### src/asp89_consts.vh
// Constants for the 8/9-bit asynchronous serial port: register offsets,
// control bit positions, reset values and prescaler terminal counts.
// Assumes it is included by every design file of the port.
`ifndef ASP89_CONSTS_VH
`define ASP89_CONSTS_VH

// Register offsets on the plain register port
`define ASP89_OFS_CTRL      3'h0
`define ASP89_OFS_DATA      3'h1
`define ASP89_OFS_RELOAD    3'h2
`define ASP89_OFS_TMRCFG    3'h3
`define ASP89_OFS_TMRLOW    3'h4

// Control register bit positions
`define ASP89_CTL_MODE      7
`define ASP89_CTL_UNUSED    6
`define ASP89_CTL_MCE       5
`define ASP89_CTL_REN       4
`define ASP89_CTL_TB8       3
`define ASP89_CTL_RB8       2
`define ASP89_CTL_TI        1
`define ASP89_CTL_RI        0

// Timer configuration register fields
`define ASP89_TCFG_RUN      0
`define ASP89_TCFG_SRC_HI   3
`define ASP89_TCFG_SRC_LO   1

// Baud timer clock source codes
`define ASP89_SRC_SYS       3'h0
`define ASP89_SRC_DIV4      3'h1
`define ASP89_SRC_DIV12     3'h2
`define ASP89_SRC_DIV48     3'h3
`define ASP89_SRC_EXT8      3'h4

// Prescaler terminal counts: 4, then x3 for 12, then x4 for 48; ext by 8
`define ASP89_DIV4_LAST     2'h3
`define ASP89_DIV12_LAST    2'h2
`define ASP89_DIV48_LAST    2'h3
`define ASP89_EXT_LAST      3'h7

// Reset values and other figures
`define ASP89_ZERO8         8'h00
`define ASP89_TMR_TOP       8'hff
`define ASP89_DATA_LAST     4'h7
`define ASP89_DATA_BITS     4'h8

`endif

### src/asp89_baud_timer.v
// Eight-bit auto-reload timer with a divide-by-two baud output.
// A force input reloads the count and primes the divider so the first
// baud strobe lands one overflow (half a bit) later: used by the receiver.
`default_nettype none
`include "asp89_consts.vh"

module asp89_baud_timer (
    input  wire       ref_clk_in,  // System clock
    input  wire       reset_n_in,  // Async reset, active low
    input  wire       tick_in,     // Timer clock tick
    input  wire [7:0] reload_in,   // Reload byte
    input  wire       force_in,    // Force reload, prime divider
    input  wire       load_in,     // Software load of count
    input  wire [7:0] load_val_in, // Value for software load
    output reg  [7:0] count_out,   // Current count
    output wire       baud_out     // One-cycle baud strobe
);
    reg  half_q;
    wire ovf;

    assign ovf      = tick_in && (count_out == `ASP89_TMR_TOP) && !force_in;
    assign baud_out = ovf && half_q;

    always @(posedge ref_clk_in or negedge reset_n_in) begin
        if (!reset_n_in) begin
            count_out <= `ASP89_ZERO8;
            half_q    <= 1'b0;
        end else if (force_in) begin
            count_out <= reload_in;
            half_q    <= 1'b1;
        end else if (load_in) begin
            count_out <= load_val_in;
        end else if (tick_in) begin
            if (count_out == `ASP89_TMR_TOP) begin
                count_out <= reload_in;
                half_q    <= !half_q;
            end else begin
                count_out <= count_out + 8'h01;
            end
        end
    end
endmodule
`default_nettype wire

### src/asp89_prescaler.v
// Timer clock source selector for the baud timer: one-cycle ticks at the
// system clock, system clock / 4, / 12, / 48, or external oscillator / 8.
// Assumes ext_osc_in is already synchronous to ref_clk_in.
`default_nettype none
`include "asp89_consts.vh"

module asp89_prescaler (
    input  wire       ref_clk_in,  // System clock
    input  wire       reset_n_in,  // Async reset, active low
    input  wire       run_in,      // Timer enable
    input  wire [2:0] src_sel_in,  // Clock source code
    input  wire       ext_osc_in,  // External oscillator level
    output reg        tick_out     // One-cycle timer clock tick
);
    reg  [1:0] div4_q;
    reg  [1:0] div12_q;
    reg  [1:0] div48_q;
    reg  [2:0] ext_q;
    reg        ext_prev_q;
    wire       t4;
    wire       t12;
    wire       t48;
    wire       ext_rise;
    wire       t_ext;
    reg        tick_d;

    assign t4       = (div4_q == `ASP89_DIV4_LAST);
    assign t12      = t4 && (div12_q == `ASP89_DIV12_LAST);
    assign t48      = t12 && (div48_q == `ASP89_DIV48_LAST);
    assign ext_rise = ext_osc_in && !ext_prev_q;
    assign t_ext    = ext_rise && (ext_q == `ASP89_EXT_LAST);

    always @* begin
        case (src_sel_in)
            `ASP89_SRC_SYS:   tick_d = 1'b1;
            `ASP89_SRC_DIV4:  tick_d = t4;
            `ASP89_SRC_DIV12: tick_d = t12;
            `ASP89_SRC_DIV48: tick_d = t48;
            `ASP89_SRC_EXT8:  tick_d = t_ext;
            default:          tick_d = 1'b0;
        endcase
    end

    always @(posedge ref_clk_in or negedge reset_n_in) begin
        if (!reset_n_in) begin
            div4_q     <= 2'h0;
            div12_q    <= 2'h0;
            div48_q    <= 2'h0;
            ext_q      <= 3'h0;
            ext_prev_q <= 1'b0;
            tick_out   <= 1'b0;
        end else begin
            ext_prev_q <= ext_osc_in;
            tick_out   <= run_in && tick_d;
            div4_q     <= div4_q + 2'h1;
            if (t4) begin
                if (div12_q == `ASP89_DIV12_LAST)
                    div12_q <= 2'h0;
                else
                    div12_q <= div12_q + 2'h1;
            end
            if (t12)
                div48_q <= div48_q + 2'h1;
            if (ext_rise)
                ext_q <= ext_q + 3'h1;
        end
    end
endmodule
`default_nettype wire

### src/asp89_top.v
// Full-duplex asynchronous serial port with 8-bit and 9-bit framing,
// its baud timer, and a plain register port (read data one cycle later).
// Assumes all inputs are synchronous to ref_clk_in; the interrupt enable
// that gates the request output lives in the processor's own logic.
//
// Function
// - Control bit 7 selects eight or nine-bit frames
// - One data location: write transmits, read receives
// - Receiver shifts next byte while buffer held
// - Interrupt request on either done flag; software clears
// - Timer overflows halved give transmit and receive baud
// - Receive timer copy reloaded on start detection
// - Baud equals timer clock over 256-reload, halved
// - Timer clock chosen from five sources
// - Eight-bit frame: start, eight data, stop
// - Eight-bit mode stores stop bit as ninth bit
// - Data write starts; done flag at stop start
// - Reception only while receive enable bit set
// - Eight-bit accept: done clear, stop checked if enabled
// - Rejected character leaves buffer and flags alone
// - Overrun keeps first byte, drops the new one
// - Nine-bit frame: start, eight data, ninth, stop
// - Transmitted ninth bit comes from control bit 3
// - Nine-bit mode stores ninth bit, ignores stop
// - Nine-bit accept: done clear, ninth checked if enabled
// - Accepted nine-bit character loads buffer, ninth, done
// - Mode bit zero eight-bit, one nine-bit
// - Receive done set at stop-bit sample time
`default_nettype none
`include "asp89_consts.vh"

module asp89_top (
    input  wire       ref_clk_in,    // System clock, 100 MHz
    input  wire       reset_n_in,    // Async reset, active low
    input  wire [2:0] reg_addr_in,   // Register offset
    input  wire [7:0] reg_wdata_in,  // Write data
    input  wire       reg_wr_in,     // Write strobe
    input  wire       reg_rd_in,     // Read strobe
    output reg  [7:0] reg_rdata_out, // Read data, cycle after strobe
    input  wire       ext_osc_in,    // External oscillator level
    input  wire       rx_pin_in,     // Serial receive line
    output reg        tx_pin_out,    // Serial transmit line
    output wire       uart_irq_out   // Interrupt request, level
);
    localparam TX_IDLE  = 3'h0;
    localparam TX_WAIT  = 3'h1;
    localparam TX_START = 3'h2;
    localparam TX_DATA  = 3'h3;
    localparam TX_NINTH = 3'h4;
    localparam TX_STOP  = 3'h5;

    localparam RX_IDLE  = 3'h0;
    localparam RX_START = 3'h1;
    localparam RX_DATA  = 3'h2;
    localparam RX_NINTH = 3'h3;
    localparam RX_STOP  = 3'h4;

    // Control register fields
    reg        mode9_q;
    reg        mce_q;
    reg        ren_q;
    reg        tb8_q;
    reg        rb8_q;
    reg        ti_q;
    reg        ri_q;

    // Baud timer configuration
    reg  [7:0] reload_q;
    reg        run_q;
    reg  [2:0] src_q;

    // Transmitter
    reg  [2:0] tx_state_q;
    reg  [7:0] tx_sh_q;
    reg        tx_ninth_q;
    reg  [3:0] tx_cnt_q;
    reg        ti_set;

    // Receiver
    reg  [2:0] rx_state_q;
    reg  [7:0] rx_sh_q;
    reg        rx_ninth_q;
    reg  [3:0] rx_cnt_q;
    reg        rx_prev_q;
    reg  [7:0] rx_buf_q;
    reg        rx_load;
    reg        rx_load_bit;

    wire       timer_tick;
    wire [7:0] tx_count;
    wire       tx_baud;
    wire [7:0] rx_count_unused;
    wire       rx_baud;
    wire       start_seen;

    wire       wr_ctrl;
    wire       wr_data;
    wire       wr_reload;
    wire       wr_tcfg;
    wire       wr_tlow;
    wire       rx_stop_bit;
    wire       rx_check_bit;
    wire       rx_accept;

    assign wr_ctrl   = reg_wr_in && (reg_addr_in == `ASP89_OFS_CTRL);
    assign wr_data   = reg_wr_in && (reg_addr_in == `ASP89_OFS_DATA);
    assign wr_reload = reg_wr_in && (reg_addr_in == `ASP89_OFS_RELOAD);
    assign wr_tcfg   = reg_wr_in && (reg_addr_in == `ASP89_OFS_TMRCFG);
    assign wr_tlow   = reg_wr_in && (reg_addr_in == `ASP89_OFS_TMRLOW);

    // Either done flag raises the request until software clears it
    assign uart_irq_out = ti_q || ri_q;

    // Falling edge on an idle-high line while enabled and idle
    assign start_seen = ren_q && (rx_state_q == RX_IDLE) && rx_prev_q
                        && !rx_pin_in;

    asp89_prescaler u_pre (
        .ref_clk_in (ref_clk_in),
        .reset_n_in (reset_n_in),
        .run_in     (run_q),
        .src_sel_in (src_q),
        .ext_osc_in (ext_osc_in),
        .tick_out   (timer_tick)
    );

    // Software-visible transmit timer
    asp89_baud_timer u_tx_tmr (
        .ref_clk_in  (ref_clk_in),
        .reset_n_in  (reset_n_in),
        .tick_in     (timer_tick),
        .reload_in   (reload_q),
        .force_in    (1'b0),
        .load_in     (wr_tlow),
        .load_val_in (reg_wdata_in),
        .count_out   (tx_count),
        .baud_out    (tx_baud)
    );

    // Hidden receive copy: same clock and reload, own phase
    asp89_baud_timer u_rx_tmr (
        .ref_clk_in  (ref_clk_in),
        .reset_n_in  (reset_n_in),
        .tick_in     (timer_tick),
        .reload_in   (reload_q),
        .force_in    (start_seen),
        .load_in     (1'b0),
        .load_val_in (`ASP89_ZERO8),
        .count_out   (rx_count_unused),
        .baud_out    (rx_baud)
    );

    // Register writes; hardware sets of the flags win over software
    always @(posedge ref_clk_in or negedge reset_n_in) begin
        if (!reset_n_in) begin
            mode9_q  <= 1'b0;
            mce_q    <= 1'b0;
            ren_q    <= 1'b0;
            tb8_q    <= 1'b0;
            rb8_q    <= 1'b0;
            ti_q     <= 1'b0;
            ri_q     <= 1'b0;
            reload_q <= `ASP89_ZERO8;
            run_q    <= 1'b0;
            src_q    <= `ASP89_SRC_SYS;
            rx_buf_q <= `ASP89_ZERO8;
        end else begin
            if (wr_ctrl) begin
                mode9_q <= reg_wdata_in[`ASP89_CTL_MODE];
                mce_q   <= reg_wdata_in[`ASP89_CTL_MCE];
                ren_q   <= reg_wdata_in[`ASP89_CTL_REN];
                tb8_q   <= reg_wdata_in[`ASP89_CTL_TB8];
            end
            if (rx_load) begin
                rb8_q    <= rx_load_bit;
                rx_buf_q <= rx_sh_q;
            end else if (wr_ctrl) begin
                rb8_q <= reg_wdata_in[`ASP89_CTL_RB8];
            end
            if (ti_set)
                ti_q <= 1'b1;
            else if (wr_ctrl)
                ti_q <= reg_wdata_in[`ASP89_CTL_TI];
            if (rx_load)
                ri_q <= 1'b1;
            else if (wr_ctrl)
                ri_q <= reg_wdata_in[`ASP89_CTL_RI];
            if (wr_reload)
                reload_q <= reg_wdata_in;
            if (wr_tcfg) begin
                run_q <= reg_wdata_in[`ASP89_TCFG_RUN];
                src_q <= reg_wdata_in[`ASP89_TCFG_SRC_HI:`ASP89_TCFG_SRC_LO];
            end
        end
    end

    // Read data stand only in the cycle after the strobe
    always @(posedge ref_clk_in or negedge reset_n_in) begin
        if (!reset_n_in) begin
            reg_rdata_out <= `ASP89_ZERO8;
        end else if (reg_rd_in) begin
            case (reg_addr_in)
                `ASP89_OFS_CTRL:   reg_rdata_out <= {mode9_q, 1'b1, mce_q,
                                       ren_q, tb8_q, rb8_q, ti_q, ri_q};
                `ASP89_OFS_DATA:   reg_rdata_out <= rx_buf_q;
                `ASP89_OFS_RELOAD: reg_rdata_out <= reload_q;
                `ASP89_OFS_TMRCFG: reg_rdata_out <= {4'h0, src_q, run_q};
                `ASP89_OFS_TMRLOW: reg_rdata_out <= tx_count;
                default:           reg_rdata_out <= `ASP89_ZERO8;
            endcase
        end else begin
            reg_rdata_out <= `ASP89_ZERO8;
        end
    end

    // Transmitter. A data write while a frame is under way is ignored so
    // the frame on the wire is never corrupted mid-character.
    always @(posedge ref_clk_in or negedge reset_n_in) begin
        if (!reset_n_in) begin
            tx_state_q <= TX_IDLE;
            tx_sh_q    <= `ASP89_ZERO8;
            tx_ninth_q <= 1'b0;
            tx_cnt_q   <= 4'h0;
            tx_pin_out <= 1'b1;
            ti_set     <= 1'b0;
        end else begin
            ti_set <= 1'b0;
            case (tx_state_q)
                TX_IDLE: begin
                    tx_pin_out <= 1'b1;
                    if (wr_data) begin
                        tx_sh_q    <= reg_wdata_in;
                        tx_ninth_q <= tb8_q;
                        tx_state_q <= TX_WAIT;
                    end
                end
                TX_WAIT: begin
                    // Frame aligns to the free-running transmit timer
                    if (tx_baud) begin
                        tx_pin_out <= 1'b0;
                        tx_state_q <= TX_START;
                    end
                end
                TX_START: begin
                    if (tx_baud) begin
                        tx_pin_out <= tx_sh_q[0];
                        tx_sh_q    <= {1'b0, tx_sh_q[7:1]};
                        tx_cnt_q   <= 4'h1;
                        tx_state_q <= TX_DATA;
                    end
                end
                TX_DATA: begin
                    if (tx_baud) begin
                        if (tx_cnt_q == `ASP89_DATA_BITS) begin
                            if (mode9_q) begin
                                tx_pin_out <= tx_ninth_q;
                                tx_state_q <= TX_NINTH;
                            end else begin
                                tx_pin_out <= 1'b1;
                                ti_set     <= 1'b1;
                                tx_state_q <= TX_STOP;
                            end
                        end else begin
                            tx_pin_out <= tx_sh_q[0];
                            tx_sh_q    <= {1'b0, tx_sh_q[7:1]};
                            tx_cnt_q   <= tx_cnt_q + 4'h1;
                        end
                    end
                end
                TX_NINTH: begin
                    if (tx_baud) begin
                        tx_pin_out <= 1'b1;
                        ti_set     <= 1'b1;
                        tx_state_q <= TX_STOP;
                    end
                end
                TX_STOP: begin
                    if (tx_baud)
                        tx_state_q <= TX_IDLE;
                end
                default: begin
                    tx_pin_out <= 1'b1;
                    tx_state_q <= TX_IDLE;
                end
            endcase
        end
    end

    // Acceptance at the stop-bit sample. The check bit is the stop bit in
    // eight-bit mode and the ninth data bit in nine-bit mode.
    assign rx_stop_bit  = rx_pin_in;
    assign rx_check_bit = mode9_q ? rx_ninth_q : rx_stop_bit;
    assign rx_accept    = !ri_q && (!mce_q || rx_check_bit);

    // Receiver. The shift register is separate from the buffer so a new
    // character can come in while software still holds the last one.
    always @(posedge ref_clk_in or negedge reset_n_in) begin
        if (!reset_n_in) begin
            rx_state_q  <= RX_IDLE;
            rx_sh_q     <= `ASP89_ZERO8;
            rx_ninth_q  <= 1'b0;
            rx_cnt_q    <= 4'h0;
            rx_prev_q   <= 1'b1;
            rx_load     <= 1'b0;
            rx_load_bit <= 1'b0;
        end else begin
            rx_prev_q <= rx_pin_in;
            rx_load   <= 1'b0;
            if (!ren_q) begin
                rx_state_q <= RX_IDLE;
            end else begin
                case (rx_state_q)
                    RX_IDLE: begin
                        if (start_seen)
                            rx_state_q <= RX_START;
                    end
                    RX_START: begin
                        // Mid-start sample rejects glitches as false starts
                        if (rx_baud) begin
                            rx_cnt_q   <= 4'h0;
                            rx_state_q <= rx_pin_in ? RX_IDLE
                                                    : RX_DATA;
                        end
                    end
                    RX_DATA: begin
                        if (rx_baud) begin
                            rx_sh_q  <= {rx_pin_in, rx_sh_q[7:1]};
                            rx_cnt_q <= rx_cnt_q + 4'h1;
                            if (rx_cnt_q == `ASP89_DATA_LAST)
                                rx_state_q <= mode9_q ? RX_NINTH : RX_STOP;
                        end
                    end
                    RX_NINTH: begin
                        if (rx_baud) begin
                            rx_ninth_q <= rx_pin_in;
                            rx_state_q <= RX_STOP;
                        end
                    end
                    RX_STOP: begin
                        if (rx_baud) begin
                            // Rejected or overrun: buffer, flags untouched
                            rx_load     <= rx_accept;
                            rx_load_bit <= rx_check_bit;
                            rx_state_q  <= RX_IDLE;
                        end
                    end
                    default: rx_state_q <= RX_IDLE;
                endcase
            end
        end
    end
endmodule
`default_nettype wire

### config.mk
export PLATFORM = sky130hd
export DESIGN_NAME = asp89_top
export DESIGN_NICKNAME = d
export VERILOG_FILES = /design/src/asp89_baud_timer.v /design/src/asp89_prescaler.v /design/src/asp89_top.v
export VERILOG_INCLUDE_DIRS = /design/src
export SDC_FILE = /design/constraint.sdc
export NUM_CORES = 1
export LEC_CHECK = 0
export BUFFER_PORTS_ARGS = -buffer_cell sky130_fd_sc_hd__buf_4
export CAP_MARGIN = 20
export CORE_UTILIZATION = 30
export CTS_CLUSTER_DIAMETER = 30
export DETAILED_ROUTE_END_ITERATION = 10
export GPL_TIMING_DRIVEN = 0
export PLACE_DENSITY = 0.54
export SYNTH_ARGS = -nofsm -noshare
export SYNTH_HDL_FRONTEND = slang
export SYNTH_SLANG_ARGS = --single-unit
### constraint.sdc
create_clock -name ref_clk_in -period 3.66 [get_ports ref_clk_in]
set_clock_uncertainty 0.15 [all_clocks]
set_input_delay 0 -clock ref_clk_in [delete_from_list [all_inputs] [get_ports ref_clk_in]]
set_output_delay 0 -clock ref_clk_in [all_outputs]
set_load 0.1 [all_outputs]
==> metrics.log, run 1 <==
[metrics] wire length per cell after detailed routing: ~16 um
[metrics] area grow syn2layout: 18.18%
[metrics] # setup viols final: 0
[metrics] startpoint of the lowest-slack register-to-register path: u_rx_tmr.count_out[0]$_DFFE_PN0P_
[metrics] cell leakage power: 2.717 nW
[metrics] effective utilization at floorplan: a little under a third
[metrics] critical path, cell by cell: ha_1 > buf_4 > and4_4 > nand3_4 > nor3_4 > mux2_2
[metrics] share of total power in the clock network: roughly 30%
[metrics] I/O pin total: 27
[metrics] vias in the first global route: between 4000 and 5000
[metrics] status: complete, no violations
[metrics] most frequent standard cell in the layout excluding fill and tap cells: sky130_fd_sc_hd__dfrtp_1
[metrics] VDD IR-drop max: between 0.3 and 0.4 mV
[metrics] combined global-route utilization of all metal layers: between 15 and 20%
[metrics] last weighted congestion value of the routability-driven placer: between 0.8 and 0.9
[metrics] Port Buffers: 25
[metrics] total inserted antenna cells: 0
[metrics] CTS-repair resized insts: 0
[metrics] die width: around 130 um
[metrics] final critical-path required period: between 2 and 2.5 ns
[metrics] period utilisation layout: about 64%
[metrics] clock sink count: around 100
[metrics] worst hold endpoint: u_tx_tmr.count_out[5]$_DFFE_PN0P_
[metrics] first-pass GRT wire length: approximately 21000 um
[metrics] clock buffers created by TritonCTS: 9
[metrics] clock tree from TritonCTS: built
[metrics] HP Class: primary input to register
[metrics] mean instance size in the synthesized netlist: between 10 and 15 sq um
[metrics] detailed-route via count: 4005
[metrics] pin count of the biggest net entering global routing: 56
[metrics] distinct cell type count after synthesis: 60
[metrics] hold_buf cts: 14
[metrics] total chip power: 3.225 mW
[metrics] Cell Int Power: between 2 and 2.5 mW
[metrics] Die ar.: between 15000 and 20000 sq um
[metrics] reg-to-reg slack, setup: 1.32 ns
[metrics] NumNets Final: ~560
[metrics] highest cell delay on the worst timing path: 0.49 ns
[metrics] setup tns final: 0 ns
[metrics] Worst Reg-to-Reg Cells: 6
[metrics] slew of the pin with the lowest slew margin: 0.7097 ns
[metrics] Final Slew Violations: 0
[metrics] Hold Vio Cnt, Final: 0
[metrics] worst reg2reg endpoint: rx_sh_q[1]$_DFFE_PN0P_
[metrics] DPL Wire Length: ~8700 um
[metrics] data arrival time of the critical path: 2.43 ns
[metrics] warning count from the yosys run: 0
[metrics] die outline height: about 130 um
[metrics] maximum count of clock buffers along a single path: 2
[metrics] Final ANT Viol Nets: 0
[metrics] area of all placed cells without fillers: approximately 6100 sq um
[metrics] power dissipated by switching net loads: between 1 and 1.5 mW
[metrics] cell chosen for the clock root: sky130_fd_sc_hd__clkbuf_16
[metrics] RSZ-0062 raised after global routing: no
[metrics] Placement Cell Area: between 5000 and 6000 sq um
[metrics] Clk Latency, worst-skew pair: around 0.35 ns
[metrics] Vias/cell: roughly 5.3
[metrics] initial antenna violation count: 0
[metrics] maximum clock rate: between 400 and 500 MHz
[metrics] initial drt markers: about 230
[metrics] Pwr Density: roughly 530 nW/um^2
[metrics] startpoint kind of the worst setup timing path: register
[metrics] commonest register cell after synthesis: sky130_fd_sc_hd__dfrtp_1
[metrics] Max Fanout on Critical Path: 10
[metrics] number of flops mapped to enable cells by yosys: 0
[metrics] path type of the worst setup path: register to register
[metrics] min-delay src: reg_addr_in[1]
[metrics] core region area: approximately 17000 sq um
[metrics] share of total power consumed by net switching: approximately a third
[metrics] post-CTS setup buffers: 0
[metrics] commonest non-fill, non-tap cells in the layout: sky130_fd_sc_hd__dfrtp_1, sky130_fd_sc_hd__mux2_2, sky130_fd_sc_hd__nor2_1
[metrics] worst hold path cell count: 4
[metrics] cell row count: 47
[metrics] Remaining DRCs: 0
[metrics] post-synthesis instance area: 5126 sq um
[metrics] share of post-route cells with drive strength above 1: approximately a fifth
[metrics] number of levels the H-tree was split into: 3
[metrics] kind of end point of the critical path: register
[metrics] portion of the post-synthesis area used by sequential elements: 49.35%
[metrics] Gate Count Post-Synth: slightly below 500
[metrics] net count after synthesis: just over 500
[metrics] part of the total power dissipated in combinational logic: roughly 23%
[metrics] MaxCap Viol Count: 0
[metrics] fraction of power consumed by sequential logic: between 40% and 50%
[metrics] 1st-pass router iterations: 5
[metrics] max_slew headroom: a little over half
[metrics] Clock transition at path regs: roughly 0.070 ns
[metrics] post-detailed-routing wire length: between 10000 and 15000 um
[metrics] master of the slowest instance on the critical path: sky130_fd_sc_hd__dfrtp_1
[metrics] Yosys reg bits: ~100
[metrics] global route overflow: 0
[metrics] post-synthesis async set-or-reset flop share: 100.0%
[metrics] Crit path required time: approximately 3.8 ns
## cells in the mapped netlist, types with 3 or more instances
library cell / count / area share (%)
sky130_fd_sc_hd__nand4_1: 5 / 0.61
sky130_fd_sc_hd__nor2b_1: 8 / 0.98
sky130_fd_sc_hd__a311oi_1: 3 / 0.51
sky130_fd_sc_hd__dfrtp_1: 99 / 48
sky130_fd_sc_hd__a211oi_1: 3 / 0.44
sky130_fd_sc_hd__and3_1: 5 / 0.61
sky130_fd_sc_hd__a31oi_1: 5 / 0.61
sky130_fd_sc_hd__and2_1: 8 / 0.98
sky130_fd_sc_hd__inv_1: 16 / 1.2
sky130_fd_sc_hd__clkbuf_1: 12 / 0.88
sky130_fd_sc_hd__nor3b_1: 6 / 0.88
sky130_fd_sc_hd__mux2_2: 39 / 8.6
sky130_fd_sc_hd__o22ai_1: 13 / 1.6
sky130_fd_sc_hd__a22oi_1: 9 / 1.3
sky130_fd_sc_hd__nand3_1: 22 / 2.1
sky130_fd_sc_hd__nor2_1: 33 / 2.4
sky130_fd_sc_hd__buf_2: 11 / 1.1
sky130_fd_sc_hd__a21o_1: 6 / 0.88
sky130_fd_sc_hd__nor3_1: 6 / 0.59
sky130_fd_sc_hd__and4_1: 4 / 0.68
sky130_fd_sc_hd__xnor2_1: 6 / 1.0
sky130_fd_sc_hd__o21ai_0: 27 / 2.6
sky130_fd_sc_hd__a22o_1: 5 / 0.85
sky130_fd_sc_hd__ha_1: 9 / 2.2
sky130_fd_sc_hd__a21oi_1: 31 / 3.0
sky130_fd_sc_hd__nand2_1: 29 / 2.1
sky130_fd_sc_hd__mux2i_1: 15 / 2.9
sky130_fd_sc_hd__nand2b_1: 7 / 0.85
## how the worst max path moves through the flow
stage,startpoint,end,slack [ns],cells after the start
after global placement,u_rx_tmr.count_out[0]$_DFFE_PN0P_,rx_sh_q[1]$_DFFE_PN0P_,1.33,6
after detailed placement,u_rx_tmr.count_out[0]$_DFFE_PN0P_,rx_sh_q[4]$_DFFE_PN0P_,1.31,6
final,u_rx_tmr.count_out[0]$_DFFE_PN0P_,rx_sh_q[1]$_DFFE_PN0P_,1.32,6
after global routing,u_rx_tmr.count_out[0]$_DFFE_PN0P_,rx_sh_q[7]$_DFFE_PN0P_,1.15,6
after CTS,u_rx_tmr.count_out[0]$_DFFE_PN0P_,rx_sh_q[1]$_DFFE_PN0P_,1.29,6
after floorplan,u_rx_tmr.count_out[0]$_DFFE_PN0P_,rx_sh_q[7]$_DFFE_PN0P_,1.57,6
## power groups by stage
stage                     clock (mW)  sequential (mW)  combinational [mW]
final                          0.980             1.50               0.745
after global routing            1.05             1.53               0.838
after CTS                       1.01             1.50               0.750
after detailed placement           0             1.52               0.735
after global placement             0             1.52               0.710
after floorplan                    0             1.50               0.509
## routing by layer
layer	up-vias	wire [um]	global-route usage, %
met3	15	491	3.333
met5	-	0	0
met1	2026	5740	19.72
met2	92	5742	24.18
met4	0	273	6.130
li1	1872	-	-
## flip-flops by register name, summed over array words and instances, names as in the netlist, 2 cells and up
register and cells:
tx_sh_q 8, rx_buf_q 8, u_pre.ext_q 3, reg_rdata_out 8
tx_cnt_q 4, rx_sh_q 8, u_pre.div12_q 2, u_pre.div48_q 2
tx_state_q 3, rx_cnt_q 4, rx_state_q 3, src_q 3
u_tx_tmr.count_out 8, u_pre.div4_q 2, reload_q 8, u_rx_tmr.count_out 8
## area by class of cell
class,count,area (sq um)
plain buffers,26,120.1
clock buffers,12,246.5
clock inverters,4,55.05
fillers,1645,10580
inverters,16,60.06
multi-input cells,343,2416
flip-flops and latches,101,2530
well taps,220,275.3
repair buffers,40,355.3
## metrics by stage
stage,std cells,worst slack (ns),utilization [%],hold WS [ns]
floorplan,486,1.569,-,-0.4456
global placement,731,1.335,33.58,-0.02920
detailed placement,732,1.314,33.75,-0.08360
CTS,762,1.295,36.40,0.03231
global route,762,1.151,36.40,0.06673
finish,762,1.319,36.40,0.05191
## kinds of logic (layout without fill, tap and decap cells)
logic type                 after synthesis  count (layout)  synth area share (%)
buffers and inverters                   42              98                 3.515
DFF                                    101             101                 49.35
AOI/OAI and AO/OA                      123             123                 15.96
muxes                                   54              54                 11.50
adders and majority gates                9               9                 2.197
and+or+nand+nor                        149             149                 16.11
xor gates and xnor gates                 8               8                 1.367
## worst max-delay path: cells and delay by family (launching register included)
family,cells,cell delay [ns]
simple gates,3,0.84
flops,1,0.49
mux,1,0.39
fa+ha+maj,1,0.19
buf+inv,1,0.16
(Power assumes the default switching activity.)
==> inputs of run 2 (changes only) <==
Clock period 3.66 ns to 2.21 ns, I/O delays scaled along.
==> run 2 against run 1 <==
Core utilization rose by 0.27 points. Power rose by 67%. Sequential share of layout area fell by 0.25 points. Worst hold slack got worse by 0.0071 ns. Worst setup slack got worse by 1.2 ns. Non-clock buffer count rose by 3. Sequential power rose by 65%. Cell count rose by 0.39%. Clock-buffer cell count did not move. Die area did not move. Global-route usage barely moved. Sequential cell count did not move. Highest routed layer unchanged.
==> metrics.log, run 2 (synthesis results as in run 1) <==
[metrics] status: complete, no violations
[metrics] Crit path required time: between 2 and 2.5 ns
[metrics] combined global-route utilization of all metal layers: around 15%
[metrics] die outline height: 132.7 um
[metrics] MaxCap Viol Count: 0
[metrics] data arrival time of the critical path: 2.15 ns
[metrics] 1st-pass router iterations: 5
[metrics] Vias/cell: about 5.2
[metrics] initial antenna violation count: 0
[metrics] clock tree from TritonCTS: built
[metrics] Clock transition at path regs: around 0.070 ns
[metrics] Buffers & Inverters on Critical Path: 2
[metrics] max_slew headroom: between 50 and 60%
[metrics] slew of the pin with the lowest slew margin: 0.6902 ns
[metrics] total chip power: between 5 and 6 mW
[metrics] clock sink count: roughly 100
[metrics] Remaining DRCs: 0
[metrics] area grow syn2layout: 19.06%
[metrics] vias in the first global route: around 4000
[metrics] maximum clock rate: slightly below 500 MHz
[metrics] cell row count: between 40 and 50
[metrics] highest cell delay on the worst timing path: around 0.42 ns
[metrics] # setup viols final: 0
[metrics] Clk Latency, worst-skew pair: roughly 0.35 ns
[metrics] Max Fanout on Critical Path: 10
[metrics] total inserted antenna cells: 0
[metrics] cell family contributing the most delay on the critical path: simple AND/OR/NAND/NOR gates
[metrics] startpoint kind of the worst setup timing path: register
[metrics] last weighted congestion value of the routability-driven placer: 0.8452
[metrics] Hold Vio Cnt, Final: 0
[metrics] worst hold endpoint: u_tx_tmr.count_out[5]$_DFFE_PN0P_
[metrics] worst hold path cell count: 4
[metrics] min-delay src: reg_addr_in[1]
[metrics] cell chosen for the clock root: sky130_fd_sc_hd__clkbuf_16
[metrics] HP Class: primary input to register
[metrics] die width: roughly 130 um
[metrics] core region area: about 17000 sq um
[metrics] final critical-path setup slack: between 0.15 and 0.2 ns
[metrics] effective utilization at floorplan: a little under a third
[metrics] number of levels the H-tree was split into: 3
[metrics] post-detailed-routing wire length: around 12000 um
[metrics] Final Slew Violations: 0
[metrics] Pwr Density: approximately 880 nW/um^2
[metrics] final critical-path required period: ~2 ns
[metrics] clock buffers created by TritonCTS: 9
[metrics] maximum count of clock buffers along a single path: 2
[metrics] Setup Slack @ Placement: -0.1355 ns
[metrics] path type of the worst setup path: register to register
[metrics] reg-to-reg slack, setup: between 0.15 and 0.2 ns
[metrics] critical path, cell by cell: ha_1 > buf_4 > and4_4 > nand3_4 > nor3_4 > buf_12 > mux2_2
[metrics] wire length per cell after detailed routing: 16.10 um
[metrics] most frequent standard cell in the layout excluding fill and tap cells: sky130_fd_sc_hd__dfrtp_1
[metrics] period utilisation layout: between 90% and 100%
[metrics] start point of the critical path: u_rx_tmr.count_out[1]$_DFFE_PN0P_
[metrics] detailed-route via count: about 4000
[metrics] startpoint of the lowest-slack register-to-register path: u_rx_tmr.count_out[1]$_DFFE_PN0P_
[metrics] NumNets Final: between 500 and 600
[metrics] share of post-route cells with drive strength above 1: just over 20%
[metrics] Die ar.: 17610 sq um
[metrics] first-pass GRT wire length: approximately 21000 um
[metrics] VDD IR-drop max: ~0.56 mV
[metrics] cell leakage power: between 2 and 3 nW
[metrics] master of the slowest instance on the critical path: sky130_fd_sc_hd__dfrtp_2
[metrics] Placement Cell Area: between 5000 and 6000 sq um
[metrics] initial drt markers: ~260
[metrics] Worst Reg-to-Reg Cells: 7
[metrics] Port Buffers: 25
[metrics] area of all placed cells without fillers: 6103 sq um
[metrics] commonest non-fill, non-tap cells in the layout: sky130_fd_sc_hd__dfrtp_1, sky130_fd_sc_hd__mux2_2, sky130_fd_sc_hd__nor2_1
[metrics] global route overflow: 0
[metrics] pin count of the biggest net entering global routing: 56
[metrics] RSZ-0062 raised after global routing: no
[metrics] kind of end point of the critical path: register
[metrics] worst reg2reg endpoint: rx_sh_q[1]$_DFFE_PN0P_
[metrics] Final ANT Viol Nets: 0
[metrics] DPL Wire Length: 8702 um
[metrics] I/O pin total: 27
[run 2: worst register-to-register path: cells and delay by family, from the launching register on]
kind / cells / cell delay (ns)
adders and majority gates: 1 / 0.16
buffers and inverters: 2 / 0.32
DFF: 1 / 0.42
muxes: 1 / 0.34
and+or+nand+nor: 3 / 0.57
[run 2: layout make-up]
class	count	area (sq um)
Fill cell	1641	10540
Timing Repair Buffer	43	390.4
Clock inverter	4	55.05
Buffer	26	121.4
Tap cell	220	275.3
Multi-Input combinational cell	343	2421
Clock buffer	12	246.5
Sequential cell	101	2534
Inverter	16	60.06
[run 2: per-layer routing]
layer,global-route usage [%],vias up,share of wire [%]
met3,3.372,15,4.4
met4,6.258,0,2.2
met2,24.24,77,47
li1,-,1881,-
met5,0,-,0
met1,19.67,2018,47
[run 2: report_power, final]
| group | total (mW) | internal (mW) | switching, mW |
|---|---|---|---|
| clock | 1.62 | 0.916 | 0.706 |
| combinational | 1.28 | 0.564 | 0.713 |
| sequential | 2.48 | 2.17 | 0.317 |
[run 2: timing repair]
action / in CTS / in global routing
endpoints found under the setup margin: 10 / 27
hold buffers: 14 / 0
pin swaps: 1 / 1
hold endpoints to repair: 99 / 0
setup buffers: 1 / 2
gates resized for setup: 1 / 5
[run 2: per-stage QoR]
stage	hold WS (ns)	utilization, %	TNS [ns]	instances
finish	0.04477	36.67	0	765
global route	0.06673	36.67	0	765
CTS	0.03231	36.53	0	763
detailed placement	-0.08360	33.75	-1.099	732
global placement	-0.02920	33.58	-0.9238	731
floorplan	-0.4456	-	0	486
[run 2: worst max-delay path by stage]
stage               cells past startpoint                   endpoint  slack, ns
global route                            6  tx_state_q[0]$_DFFE_PN0P_       0.04
floorplan                               6     rx_sh_q[7]$_DFFE_PN0P_       0.12
finish                                  7     rx_sh_q[1]$_DFFE_PN0P_       0.15
global placement                        6     rx_sh_q[1]$_DFFE_PN0P_      -0.12
detailed placement                      6     rx_sh_q[4]$_DFFE_PN0P_      -0.14
CTS                                     7     rx_sh_q[1]$_DFFE_PN0P_      0.007
